`config.mk`:
```
export PLATFORM = sky130hd
export DESIGN_NAME = flash_option_control
export DESIGN_NICKNAME = d
export VERILOG_FILES = /design/src/include/flash_opt_pkg.sv /design/src/hw/key_seq_detect.sv /design/src/hw/flash_option_control.sv
export SDC_FILE = /design/constraint.sdc
export NUM_CORES = 1
export LEC_CHECK = 0
export BUFFER_PORTS_ARGS = -buffer_cell sky130_fd_sc_hd__buf_4
export CAP_MARGIN = 20
export CORE_ASPECT_RATIO = 0.7
export CORE_MARGIN = 5
export CORE_UTILIZATION = 33
export DETAILED_ROUTE_END_ITERATION = 10
export REMOVE_ABC_BUFFERS = 1
export SYNTH_ARGS = -nofsm -noshare
export SYNTH_HDL_FRONTEND = slang
export SYNTH_SLANG_ARGS = --single-unit
```
`constraint.sdc`:
```
create_clock -name pclk -period 4.75 [get_ports pclk]
set_clock_uncertainty 0.2 [all_clocks]
set_input_delay 0.95 -clock pclk [delete_from_list [all_inputs] [get_ports pclk]]
set_output_delay 0.95 -clock pclk [all_outputs]
set_load 0.02 [all_outputs]
```
`src/include/flash_opt_pkg.sv`:
```
// Shared constants and types for the flash option control block
package flash_opt_pkg;
    localparam int ADDR_W = 8;
    localparam logic [ADDR_W-1:0] OFS_OPTKEY = 8'h08;
    localparam logic [ADDR_W-1:0] OFS_STATUS = 8'h0C;
    localparam logic [ADDR_W-1:0] OFS_OPTCTRL = 8'h14;
    localparam logic [31:0] OPTCTRL_RESET = 32'h0FFFAAED;
    // Writable option fields: bits 27:5 and 3:2
    localparam logic [31:0] OPTCTRL_FIELD_MASK = 32'h0FFFFFEC;
    localparam int LOCK_BIT = 0;
    localparam int GO_BIT = 1;
    localparam int UV_LSB = 2;
    localparam int WDG_BIT = 5;
    localparam int DEEP_SLEEP_BIT = 6;
    localparam int POWERDOWN_BIT = 7;
    localparam int RG_LSB = 8;
    localparam int WP_LSB = 16;
    localparam int WP_SECTORS = 12;
    localparam int FAULT_BIT = 4;
    localparam int BUSY_BIT = 16;
    localparam logic [7:0] RG_LEVEL0 = 8'hAA;
    localparam logic [7:0] RG_LEVEL2 = 8'hCC;
    localparam logic [1:0] UV_OFF = 2'h3;
    localparam int PROG_CYCLES_DEFAULT = 16;
    typedef enum logic [1:0] {GUARD_NONE, GUARD_PARTIAL, GUARD_FULL} readout_guard_t;
    typedef enum logic {KEY_WAIT_FIRST, KEY_WAIT_SECOND} key_state_t;
endpackage : flash_opt_pkg

```
`src/hw/key_seq_detect.sv`:
```
// Two-word unlock key sequence detector
`timescale 1ns/1ns
module key_seq_detect #(
    parameter logic [31:0] KEY_FIRST = 32'h13572468,
    parameter logic [31:0] KEY_SECOND = 32'h2468ACE0
) (
    input wire logic pclk,
    input wire logic presetn,
    input wire logic key_wr,
    input wire logic [31:0] key_data,
    output logic unlock
);
    import flash_opt_pkg::*;

    key_state_t state_reg;

    // Any wrong word restarts the sequence
    always_ff @(posedge pclk or negedge presetn) begin
        if (!presetn) begin
            state_reg <= KEY_WAIT_FIRST;
        end else if (key_wr) begin
            case (state_reg)
                KEY_WAIT_FIRST: state_reg <= (key_data == KEY_FIRST) ? KEY_WAIT_SECOND : KEY_WAIT_FIRST;
                KEY_WAIT_SECOND: state_reg <= KEY_WAIT_FIRST;
                default: state_reg <= KEY_WAIT_FIRST;
            endcase
        end
    end

    assign unlock = key_wr && (state_reg == KEY_WAIT_SECOND) && (key_data == KEY_SECOND);
endmodule : key_seq_detect

```
`src/hw/flash_option_control.sv`:
```
// Flash option control register with APB access, unlock and option programming
// Functional notes
// - The option control register is only accessed while no flash operation runs; busy accesses are refused.
// - Reset loads the option control register with 0x0FFF AAED.
// - Bit 0 locks the register; software may set it and a correct key sequence clears it.
// - Bits 3:2 pick the undervoltage threshold, with code 11 disabling that reset.
// - Bit 5 picks hardware or software watchdog and bit 6 at 1 suppresses reset on deep sleep entry.
// - Bit 7 at 1 suppresses reset on powerdown entry, at 0 a reset occurs.
// - Bits 15:8 give readout guard: 0xAA none, 0xCC full, anything else partial.
// - Bits 27:16 are active-low sector write guards.
// - The status busy bit 16 reads 1 while any flash operation, option programming included, runs.
// - Erase or program on a guarded sector sets the guarded write fault, cleared by writing 1.
`timescale 1ns/1ns
module flash_option_control
    import flash_opt_pkg::*;
#(
    parameter logic [31:0] KEY_FIRST = 32'h13572468,  // Arbitrary value
    parameter logic [31:0] KEY_SECOND = 32'h2468ACE0, // Arbitrary value
    parameter int PROG_CYCLES = PROG_CYCLES_DEFAULT
) (
    input wire logic pclk,
    input wire logic presetn,
    input wire logic psel,
    input wire logic penable,
    input wire logic pwrite,
    input wire logic [flash_opt_pkg::ADDR_W-1:0] paddr,
    input wire logic [31:0] pwdata,
    output logic [31:0] prdata,
    output logic pready,
    output logic pslverr,
    input wire logic op_busy,
    input wire logic wr_attempt,
    input wire logic [3:0] wr_attempt_sector,
    output logic [1:0] undervoltage_threshold_sel,
    output logic undervoltage_reset_en,
    output logic watchdog_kind_sel,
    output logic no_reset_on_deep_sleep,
    output logic no_reset_on_powerdown,
    output flash_opt_pkg::readout_guard_t readout_guard_level,
    output logic [flash_opt_pkg::WP_SECTORS-1:0] sector_write_unguard,
    output logic flash_busy,
    output logic guarded_write_fault
);
    import flash_opt_pkg::*;

    localparam int CNT_W = $clog2(PROG_CYCLES + 1);

    if (PROG_CYCLES < 1) begin : g_bad_prog_cycles
        $error("PROG_CYCLES must be at least 1");
    end

    logic [31:0] opt_reg;
    logic [31:0] applied_reg;
    logic prog_active_reg;
    logic [CNT_W-1:0] prog_cnt_reg;
    logic busy_q_reg;
    logic fault_reg;
    logic unlock;
    logic access;
    logic setup;
    logic hit_key;
    logic hit_status;
    logic hit_opt;
    logic opt_refused;
    logic opt_wr_ok;
    logic launch;
    logic prog_done;
    logic busy_fell;
    logic fault_set;
    logic fault_clr;

    assign setup = psel && !penable;
    assign access = psel && penable;
    assign hit_key = (paddr == OFS_OPTKEY);
    assign hit_status = (paddr == OFS_STATUS);
    assign hit_opt = (paddr == OFS_OPTCTRL);
    assign flash_busy = op_busy || prog_active_reg;
    assign opt_refused = hit_opt && flash_busy;
    assign opt_wr_ok = access && pwrite && hit_opt && !flash_busy && !opt_reg[LOCK_BIT];
    assign launch = opt_wr_ok && pwdata[GO_BIT] && !opt_reg[GO_BIT];
    assign prog_done = prog_active_reg && (prog_cnt_reg == CNT_W'(PROG_CYCLES - 1));
    assign busy_fell = busy_q_reg && !flash_busy;
    assign pready = 1'b1;
    assign pslverr = access && (opt_refused || !(hit_key || hit_status || hit_opt));

    key_seq_detect #(
        .KEY_FIRST(KEY_FIRST),
        .KEY_SECOND(KEY_SECOND)
    ) u_key (
        .pclk(pclk),
        .presetn(presetn),
        .key_wr(access && pwrite && hit_key),
        .key_data(pwdata),
        .unlock(unlock)
    );

    // Lock and go bits; fields only move while unlocked and idle
    always_ff @(posedge pclk or negedge presetn) begin
        if (!presetn) begin
            opt_reg <= OPTCTRL_RESET;
        end else begin
            if (opt_wr_ok) begin
                opt_reg[31:2] <= pwdata[31:2] & OPTCTRL_FIELD_MASK[31:2];
                opt_reg[LOCK_BIT] <= pwdata[LOCK_BIT];
            end else if (unlock) begin
                opt_reg[LOCK_BIT] <= 1'b0;
            end
            if (launch) begin
                opt_reg[GO_BIT] <= 1'b1;
            end else if (opt_reg[GO_BIT] && busy_fell) begin
                opt_reg[GO_BIT] <= 1'b0;
            end
        end
    end

    // Option programming sequencer
    always_ff @(posedge pclk or negedge presetn) begin
        if (!presetn) begin
            prog_active_reg <= 1'b0;
            prog_cnt_reg <= '0;
        end else if (launch) begin
            prog_active_reg <= 1'b1;
            prog_cnt_reg <= '0;
        end else if (prog_done) begin
            prog_active_reg <= 1'b0;
        end else if (prog_active_reg) begin
            prog_cnt_reg <= prog_cnt_reg + 1'b1;
        end
    end

    always_ff @(posedge pclk or negedge presetn) begin
        if (!presetn) begin
            busy_q_reg <= 1'b0;
        end else begin
            busy_q_reg <= flash_busy;
        end
    end

    // Options take effect only when programming completes, so edits in flight never glitch the chip
    always_ff @(posedge pclk or negedge presetn) begin
        if (!presetn) begin
            applied_reg <= OPTCTRL_RESET;
        end else if (prog_done) begin
            applied_reg <= opt_reg & OPTCTRL_FIELD_MASK;
        end
    end

    always_ff @(posedge pclk or negedge presetn) begin
        if (!presetn) begin
            undervoltage_threshold_sel <= OPTCTRL_RESET[UV_LSB +: 2];
            undervoltage_reset_en <= (OPTCTRL_RESET[UV_LSB +: 2] != UV_OFF);
            watchdog_kind_sel <= OPTCTRL_RESET[WDG_BIT];
            no_reset_on_deep_sleep <= OPTCTRL_RESET[DEEP_SLEEP_BIT];
            no_reset_on_powerdown <= OPTCTRL_RESET[POWERDOWN_BIT];
            readout_guard_level <= GUARD_NONE;
            sector_write_unguard <= OPTCTRL_RESET[WP_LSB +: WP_SECTORS];
        end else begin
            undervoltage_threshold_sel <= applied_reg[UV_LSB +: 2];
            undervoltage_reset_en <= (applied_reg[UV_LSB +: 2] != UV_OFF);
            watchdog_kind_sel <= applied_reg[WDG_BIT];
            no_reset_on_deep_sleep <= applied_reg[DEEP_SLEEP_BIT];
            no_reset_on_powerdown <= applied_reg[POWERDOWN_BIT];
            if (applied_reg[RG_LSB +: 8] == RG_LEVEL0) begin
                readout_guard_level <= GUARD_NONE;
            end else if (applied_reg[RG_LSB +: 8] == RG_LEVEL2) begin
                readout_guard_level <= GUARD_FULL;
            end else begin
                readout_guard_level <= GUARD_PARTIAL;
            end
            sector_write_unguard <= applied_reg[WP_LSB +: WP_SECTORS];
        end
    end

    // Fault checks the applied guards; set wins over a same-cycle clear
    assign fault_set = wr_attempt && (wr_attempt_sector < 4'(WP_SECTORS))
        && !applied_reg[WP_LSB + int'(wr_attempt_sector)];
    assign fault_clr = access && pwrite && hit_status && pwdata[FAULT_BIT];

    always_ff @(posedge pclk or negedge presetn) begin
        if (!presetn) begin
            fault_reg <= 1'b0;
        end else if (fault_set) begin
            fault_reg <= 1'b1;
        end else if (fault_clr) begin
            fault_reg <= 1'b0;
        end
    end
    assign guarded_write_fault = fault_reg;

    // Read data captured in the setup phase
    always_ff @(posedge pclk or negedge presetn) begin
        if (!presetn) begin
            prdata <= '0;
        end else if (setup) begin
            prdata <= '0;
            if (!pwrite && hit_status) begin
                prdata[BUSY_BIT] <= flash_busy;
                prdata[FAULT_BIT] <= fault_reg;
            end else if (!pwrite && hit_opt && !flash_busy) begin
                prdata <= opt_reg;
            end
        end
    end
endmodule : flash_option_control

```
# Yosys cells after proc, flatten, opt, wreduce, memory -nomap -nowiden
# Index checks and enable logic that the tools add are counted.
# op_classes
mux	24
magnitude_cmp	2
n_eq_ne	10
bitwise_logic	1
n_reduce_logical	40
addsub	2
# ops
cell	count
== test 32 x 29 -> 1 bit (second input constant)	1
== test 32 x 30 -> 1 bit (second input constant)	1
two-way mux 28 bit	1
logical AND 1 bit	23
== test 8 x 4 -> 1 bit (second input constant)	2
== test 8 bit (second input constant)	2
two-way mux 15 bit	1
two-way mux 5 bit	3
two-way mux 1 bit	13
two-way mux 11 bit	1
nonzero test 2 bit	5
== test 8 x 5 -> 1 bit (second input constant)	1
zero test 1 bit	7
adder 5 x 4 -> 6 bit (first input constant)	1
less-than comparator 6 bit (second input constant)	1
adder 5 x 1 -> 5 bit (second input constant)	1
binary-select mux 1 bit (select 5 bit)	1
== test 5 x 4 -> 1 bit (second input constant)	1
logical OR 1 bit	4
less-than comparator 4 bit (second input constant)	1
two-way mux 2 bit	2
two-way mux 4 bit	1
inequality test 2 bit (second input constant)	2
case mux 1 bit (2 select lines)	1
2 further kinds	2
# totals
register_bits	114
wordCells	96
output_inout_bits	56

# Depth between registers and ports, before layout
# Gate-level depths: netlist of the first run.
# depth
word_depth	9
depth_mapped	7
depth_no_buf	7

# Cells and area by module
# Synthesis of the first run repeated with hierarchy kept, for this count alone.
# hier_totals
cells_unflattened	289
area_unflattened_um2	4349.2
# by_module_without_submodules
module	instances	area_each_um2	seq_area_each_um2	cells_each
flash_option_control	1	4155.2	2777.7	268
key_seq_detect	1	193.9	25.0	21

# Least setup slack after synthesis of the first run
# Ideal clock, no wire load.
# synth_path
kind	in2out
from	input op_busy
to	output pslverr
cell_stages	4
slack_ps	1959
n_path_buf	0
arrival_time_ps	1641
cell_sequence	nor4b_2 nand2_1 a21oi_1 nor2_1
# synth_via
elab_chain_len	4
# synth_rtl
item	line_no	rtl
from (decl)	flash_option_control.sv:31	input wire logic op_busy,
logical OR 1 bit	flash_option_control.sv:77	assign flash_busy = op_busy || prog_active_reg;
logical AND 1 bit	flash_option_control.sv:78	assign opt_refused = hit_opt && flash_busy;
logical OR 1 bit	flash_option_control.sv:84	assign pslverr = access && (opt_refused || !(hit_key || hit_status || hit_opt));
logical AND 1 bit	flash_option_control.sv:84	
to (decl)	flash_option_control.sv:30	output logic pslverr,
# Every way passes these cells.

# Worst setup path after layout of the first run
# Same ends and word-level chain as after synthesis.

==> metrics.yaml, run 1 <==
crit_end: "pslverr"
cts_setup_buffers: 0
synth_warnings: 0
holdBufCountCts: 0
syn_to_final_growth_pct: 28.02
cp_max_fo: 2
path_buf_inv: 2
place_ws_ps: 1537
m1WireLength_um: 5092
syn-cell-area_mm2: 0.004377
finalSetupViolCount: 0
via_per_inst: 4.968
final_cells: 569
die_w_um: 147.6
grt_pass1_wl_um: 16750
rrSetupSlack_ps: 2190
power_density_mw_per_mm2: 332.5
syn_inst: 292
drv_slew: 0
grt_pass1_vias: 3025
peakVddDrop_uv: 172.6
clk_pin_slew_ps: 70
relSlewSlack: 0.3680
drtIter0Drc: 79
crit_required_ps: 3600
antenna_found_initial: 0
top_layer: "met4"
fillers: 1232
wl_met2_um: 4641
drtAntennaViolNets: 0
cts.htree.levels: 3
grt_max_degree: 72
antenna_cells: 0
timing.hold.ws_ps: 166.6
grt.total_usage: 0.1377
dieArea_mm2: 0.01570
ios: 107
worst_setup_path_end_kind: "output pin"
finalCritPeriodShare: 0.6535
cts_tree: "done"
critPathLaunch: "op_busy"
critPathKind: "input port to output pin"
cp_num_cells: 6
ys_seq_area_frac: 0.6404
syn_avg_cell_area_um2: 14.99
critPathLaunchType: "input port"
cpPeakStageDelay_ps: 340
crit-reg2reg-capture: "prdata[25]$_DFFE_PN0P_"
cp.arrival_ps: 1950
path_cells: "buf_4, nor4b_2, nand2_1, a21oi_1, nor2_1, buf_4"
cts_buffer_depth: 2
clkLatencyLatePin_ps: 340
first_pass_iters: 4
ys_seq_elements: 109
p_leak_nw: 2.605
drc_errors: 0
synth_cell_types: 44
wl_met3_um: 644
grt_overflow_total: 0
wl_per_cell_um: 18.46
port_buffers: 101
largest_reg_flops: 28
gp_congestion: 0.7852
coreArea_mm2: 0.01309
cts_resized: 0
reg2reg_depth: 5
numCtsBuffers: 9
drv_cap: 0
fin_crit_ps: 3104
status: "completed"
cp_top_family: "simple AND/OR/NAND/NOR gates"
r2r-start: "prog_active_reg$_DFFE_PN0P_"
final_net_count: 451
num_rows: 35
hold_viol: 0
cts-root-buf: "clkbuf_16"
final_core_util: 0.4279
critPathMostFrequentCell: "buf_4"
dr_total_vias: 2827
setup_ws_ps: 1646
drive_gt1_frac: 0.5509
slowest_stage: "nor4b_2"
tns_ps: 0
dp.cells: 553
clock-sinks: 109
min_path_type: "register to register"
drt_wl_total_um: 10500
start_util: 0.3343
die_h_um: 106.4
hpwl_um: 7548
rsz0062_at_grt: "no"
worstMarginPinSlew_ps: 941.0
fmax_mhz: 322.2
## metrics by stage
stage                     total power, W  area (µm²)
after floorplan                 0.001045        4299
after global placement          0.001125        5303
after detailed placement        0.001129        5303
after CTS                       0.001893        5603
after global routing            0.001946        5603
final                           0.001863        5603
## area by class of cell
type                       count  area [µm²]  share of cell area
clock inverter                 6       61.31             0.01094
clock buffer                  10       239.0             0.04265
inverter                       4       15.01            0.002680
multi-input combinational    168        1481              0.2644
sequential                   109        2803              0.5002
timing repair buffer         106       795.8              0.1420
tap                          166       207.7             0.03707
## cells by family after synthesis
group                      after synthesis  synth area share
buffers and inverters                   18           0.02373
adders and majority gates                2          0.005717
and+or+nand+nor                         63            0.1026
xor gates and xnor gates                 2          0.004003
other                                    2          0.001716
DFF                                    109            0.6404
AOI/OAI and AO/OA                       41           0.07576
muxes                                   55            0.1461
## metal layers
layer	vias to the layer above	GRT usage
li1	1292	-
met1	1439	0.1941
met2	82	0.2058
met3	14	0.04389
met4	0	0.03524
met5	-	0
## worst reg2reg max path, cell delays in order, from the launching register on
cell	delay (ps)
dfrtp_1	430
nor4b_2	380
nand2_1	160
nor4_4	800
buf_4	370
a22o_1	170
## Yosys cell counts
| library cell | number | area [µm²] |
|---|---|---|
| nand4_2 | 1 | 12.51 |
| nor4_1 | 2 | 12.51 |
| buf_6 | 2 | 22.52 |
| o311ai_0 | 1 | 8.760 |
| nor4_4 | 1 | 21.27 |
| and3_1 | 1 | 6.260 |
| and2_1 | 3 | 18.77 |
| clkbuf_1 | 5 | 18.77 |
| nand3_1 | 2 | 10.01 |
| o21ai_0 | 5 | 25.02 |
| o21a_1 | 1 | 7.510 |
| nand2_1 | 10 | 37.54 |
| nor3_2 | 1 | 10.01 |
| mux2_1 | 19 | 214.0 |
| or2_2 | 1 | 6.260 |
| nor4b_1 | 6 | 52.55 |
| mux2_2 | 32 | 360.4 |
| o22a_1 | 1 | 8.760 |
| buf_4 | 5 | 37.54 |
| buf_2 | 2 | 10.01 |
| mux4_2 | 2 | 45.04 |
| a211o_1 | 1 | 8.760 |
| nor2_1 | 7 | 26.28 |
| nor3_4 | 1 | 16.27 |
| ha_1 | 2 | 25.02 |
| dfstp_2 | 60 | 1577 |
| a21oi_1 | 1 | 5.000 |
| a21o_1 | 1 | 7.510 |
| xor2_1 | 2 | 17.52 |
| a22o_1 | 27 | 236.5 |
| nor4bb_1 | 6 | 60.06 |
| o41ai_1 | 1 | 8.760 |
| inv_1 | 4 | 15.01 |
| nand2b_1 | 4 | 25.02 |
| and4b_1 | 4 | 40.04 |
| nor3b_1 | 1 | 7.510 |
| conb_1 | 2 | 7.510 |
| or4_1 | 2 | 15.01 |
| nand4_1 | 7 | 43.79 |
| nor2b_1 | 2 | 12.51 |
| mux2i_1 | 2 | 20.02 |
| o31ai_1 | 2 | 15.01 |
| nor4b_2 | 1 | 15.01 |
| dfrtp_1 | 49 | 1226 |
## where the power goes
| part | total (W) | leakage (nW) | internal [W] | switching (W) |
|---|---|---|---|---|
| clock | 0.000752 | 0.149 | 0.000422 | 0.000329 |
| sequential | 0.000973 | 1.27 | 0.000956 | 0.0000171 |
| combinational | 0.000138 | 1.18 | 0.0000625 | 0.0000759 |
| total | 0.00186 | 2.60 | 0.00144 | 0.000422 |
## layout by cell type (no fill, tap or decap), types with 2 or more instances in the layout
cell,Yosys,final
mux2i_1,2,2
nand3_1,2,2
nor2_1,7,7
clkbuf_16,0,9
mux4_2,2,2
nor4b_1,6,6
mux2_1,19,19
xor2_1,2,2
nand2b_1,4,4
nor2b_1,2,2
or4_1,2,2
nand2_1,10,10
buf_4,5,106
ha_1,2,2
and2_1,3,3
a22o_1,27,27
nor4bb_1,6,6
dfstp_2,60,60
o21ai_0,5,5
mux2_2,32,32
conb_1,2,5
o31ai_1,2,2
inv_1,4,4
nand4_1,7,7
clkinv_2,0,3
nor4_1,2,2
dfrtp_1,49,49
and4b_1,4,4
## worst min path at each step
stage / start / endpoint / cells after the start
6_report: applied_reg[5]$_DFFE_PN1P_ / watchdog_kind_sel$_DFF_PN1_ / 0
2_1_floorplan: applied_reg[6]$_DFFE_PN1P_ / no_reset_on_deep_sleep$_DFF_PN1_ / 0
3_3_place_gp: applied_reg[6]$_DFFE_PN1P_ / no_reset_on_deep_sleep$_DFF_PN1_ / 0
4_1_cts: applied_reg[7]$_DFFE_PN1P_ / no_reset_on_powerdown$_DFF_PN1_ / 0
5_1_grt: applied_reg[5]$_DFFE_PN1P_ / watchdog_kind_sel$_DFF_PN1_ / 0
3_5_place_dp: applied_reg[7]$_DFFE_PN1P_ / no_reset_on_powerdown$_DFF_PN1_ / 0
Power figures use the tool's default switching activity.
==> inputs of run 2 (changes only) <==
==> constraint.sdc (replaced) <==
create_clock -name pclk -period 2.96 [get_ports pclk]
set_clock_uncertainty 0.2 [all_clocks]
set_input_delay 0.592 -clock pclk [delete_from_list [all_inputs] [get_ports pclk]]
set_output_delay 0.592 -clock pclk [all_outputs]
set_load 0.02 [all_outputs]
==> metrics.yaml, run 2 (synthesized netlist as in run 1, its figures left out) <==
status: "completed"  # unchanged
die_h_um: 106.4  # unchanged
cp.arrival_ps: 1650  # was 1950 ps
p_comb_frac: 0.076  # was 0.074
cts_setup_buffers: 0  # unchanged
fin_crit_ps: 2440
cts.htree.levels: 3  # unchanged
power_density_mw_per_mm2: 526.2  # was 332.5 mW/mm²
p_sw_w: 0.0006524  # was 0.0004223 W
crit_required_ps: 2170  # was 3600 ps
largest_reg_flops: 28  # unchanged
drv_cap: 0  # unchanged
drive_gt1_frac: 0.5457  # was 0.5509
clock-sinks: 109  # unchanged
fmax_mhz: 409.8
numCtsBuffers: 9  # unchanged
holdPathStages: 0  # unchanged
worstMarginPinSlew_ps: 819.3  # was 941.0 ps
grt_overflow_total: 0  # unchanged
start_util: 0.3343  # unchanged
placed_cell_area_mm2: 0.005335  # was 0.005303 mm²
reg2reg_depth: 5  # unchanged
relSlewSlack: 0.4461  # was 0.3680
power.total_w: 0.002967  # was 0.001863 W
coreArea_mm2: 0.01309  # unchanged
rsz0062_at_grt: "no"  # unchanged
p_int_w: 0.002315  # was 0.001441 W
mostFrequentLayoutCell: "buf_4"  # unchanged
syn_to_final_growth_pct: 28.85  # was 28.02%
grt_pass1_vias: 3017  # was 3025
port_buffers: 101  # unchanged
drtIter0Drc: 102  # was 79
dr_total_vias: 2813  # was 2827
min_to: "watchdog_kind_sel$_DFF_PN1_"  # unchanged
finalCritPeriodShare: 0.8244
cts_tree: "done"  # unchanged
grt_pass1_wl_um: 17290  # was 16750 µm
dieArea_mm2: 0.01570  # unchanged
hold_viol: 0  # unchanged
final_core_util: 0.4307  # was 0.4279
wl_per_cell_um: 18.75  # was 18.46 µm
drt_wl_total_um: 10700  # was 10500 µm
worst_setup_path_end_kind: "output pin"  # unchanged
r2r-start: "prog_active_reg$_DFFE_PN0P_"  # unchanged
clkLatencyLatePin_ps: 340  # about the same
tns_ps: 0  # unchanged
crit-reg2reg-capture: "opt_reg[12]$_DFFE_PN0P_"  # was prdata[25]$_DFFE_PN0P_
finalSetupViolCount: 0  # unchanged
hp-start: "applied_reg[5]$_DFFE_PN1P_"  # unchanged
cts-root-buf: "clkbuf_16"  # unchanged
via_per_inst: 4.926  # was 4.968
critPathLaunchType: "register"  # was input port
clk_pin_slew_ps: 60  # was 70 ps
min_path_type: "register to register"  # unchanged
final_net_count: 453  # was 451
gp_congestion: 0.7827  # was 0.7852
antenna_cells: 0  # unchanged
peakVddDrop_uv: 263.9  # was 172.6 µV
cts_buffer_depth: 2  # unchanged
drc_errors: 0  # unchanged
rrSetupSlack_ps: 770  # was 2190 ps
final_cell_mix: "105 x buf_4, 60 x dfstp_2, 49 x dfrtp_1, 32 x mux2_2, 27 x a22o_1"  # was 106 x buf_4, 60 x dfstp_2, 49 x dfrtp_1, 32 x mux2_2, 27 x a22o_1
die_w_um: 147.6  # unchanged
p_clk_frac: 0.398  # was 0.404
grt_max_degree: 109  # was 72
post-route-cell-area_mm2: 0.005639  # was 0.005603 mm²
drtAntennaViolNets: 0  # unchanged
p_leak_nw: 2.615  # was 2.605 nW
hpwl_um: 7744  # was 7548 µm
seqPwrFrac: 0.527  # was 0.522
ios: 107  # unchanged
antenna_found_initial: 0  # unchanged
num_rows: 35  # unchanged
grt.total_usage: 0.1415  # was 0.1377
swShare: 0.2199  # was 0.2267
critPathKind: "register to output pin"  # was input port to output pin
drv_slew: 0  # unchanged
cp_max_fo: 5  # was 2
first_pass_iters: 4  # unchanged
timing.hold.ws_ps: 163.4  # was 166.6 ps
## run 2: cell types whose count changed in the layout (fill, tap and decap cells not counted), sizes merged
cell         change
buf              +1
clkbuf           +2
clkinv           -1
dlygate4sd3      +1
inv              -1
## run 2: area by class of cell
type / instances / area [µm²]
Inverter: 4 / 15.01
Clock inverter: 4 / 47.55
Tap cell: 166 / 207.7
Sequential cell: 109 / 2803
Timing Repair Buffer: 108 / 838.3
Multi-Input combinational cell: 168 / 1481
Clock buffer: 12 / 246.5
Fill cell: 1205 / 7455
## run 2: how the worst max path moves through the flow
stage | start | endpoint | slack, ps | depth (start not counted)
2_1_floorplan | op_busy | opt_reg[10]$_DFFE_PN0P_ | 400 | 4
3_3_place_gp | pwdata[12] | opt_reg[0]$_DFFE_PN1P_ | 420 | 5
3_5_place_dp | pwdata[12] | opt_reg[0]$_DFFE_PN1P_ | 390 | 5
4_1_cts | prog_active_reg$_DFFE_PN0P_ | pslverr | 500 | 5
5_1_grt | prog_active_reg$_DFFE_PN0P_ | pslverr | 410 | 5
6_report | prog_active_reg$_DFFE_PN0P_ | pslverr | 520 | 5
## run 2: layer usage
metal	routed length, µm	track usage	up-vias
met4	74	0.03191	0
met3	659	0.04261	9
met5	0	0	-
met1	5099	0.2019	1427
li1	-	-	1293
met2	4870	0.2126	84
## run 2: power by group through the flow
| stage | clock [W] | sequential [W] | combinational [W] |
|---|---|---|---|
| finish | 0.00118 | 0.00156 | 0.000224 |
| global route | 0.00127 | 0.00157 | 0.000255 |
| CTS | 0.00122 | 0.00156 | 0.000229 |
| detailed placement | 0 | 0.00159 | 0.000228 |
| global placement | 0 | 0.00159 | 0.000221 |
| floorplan | 0 | 0.00158 | 0.0000959 |
## run 2: what timing repair did
| action | in CTS | in global routing |
|---|---|---|
| endpoints found under the hold margin | 1 | 0 |
| hold buffers | 1 | 0 |
| gates resized for setup | 0 | 0 |
## run 2: worst max-delay path, stage by stage, from the launching register on
cell and delay [ps]:
dfrtp_1 430, nor4b_2 370, nand2_1 160, a21oi_1 150
nor2_1 50, buf_4 150
## run 2: through the flow
stage | setup slack [ps] | std cells
finish | 519.8 | 571
global route | 405.9 | 571
CTS | 500.4 | 571
detailed placement | 389.1 | 554
global placement | 415.1 | 554
floorplan | 404.9 | 281
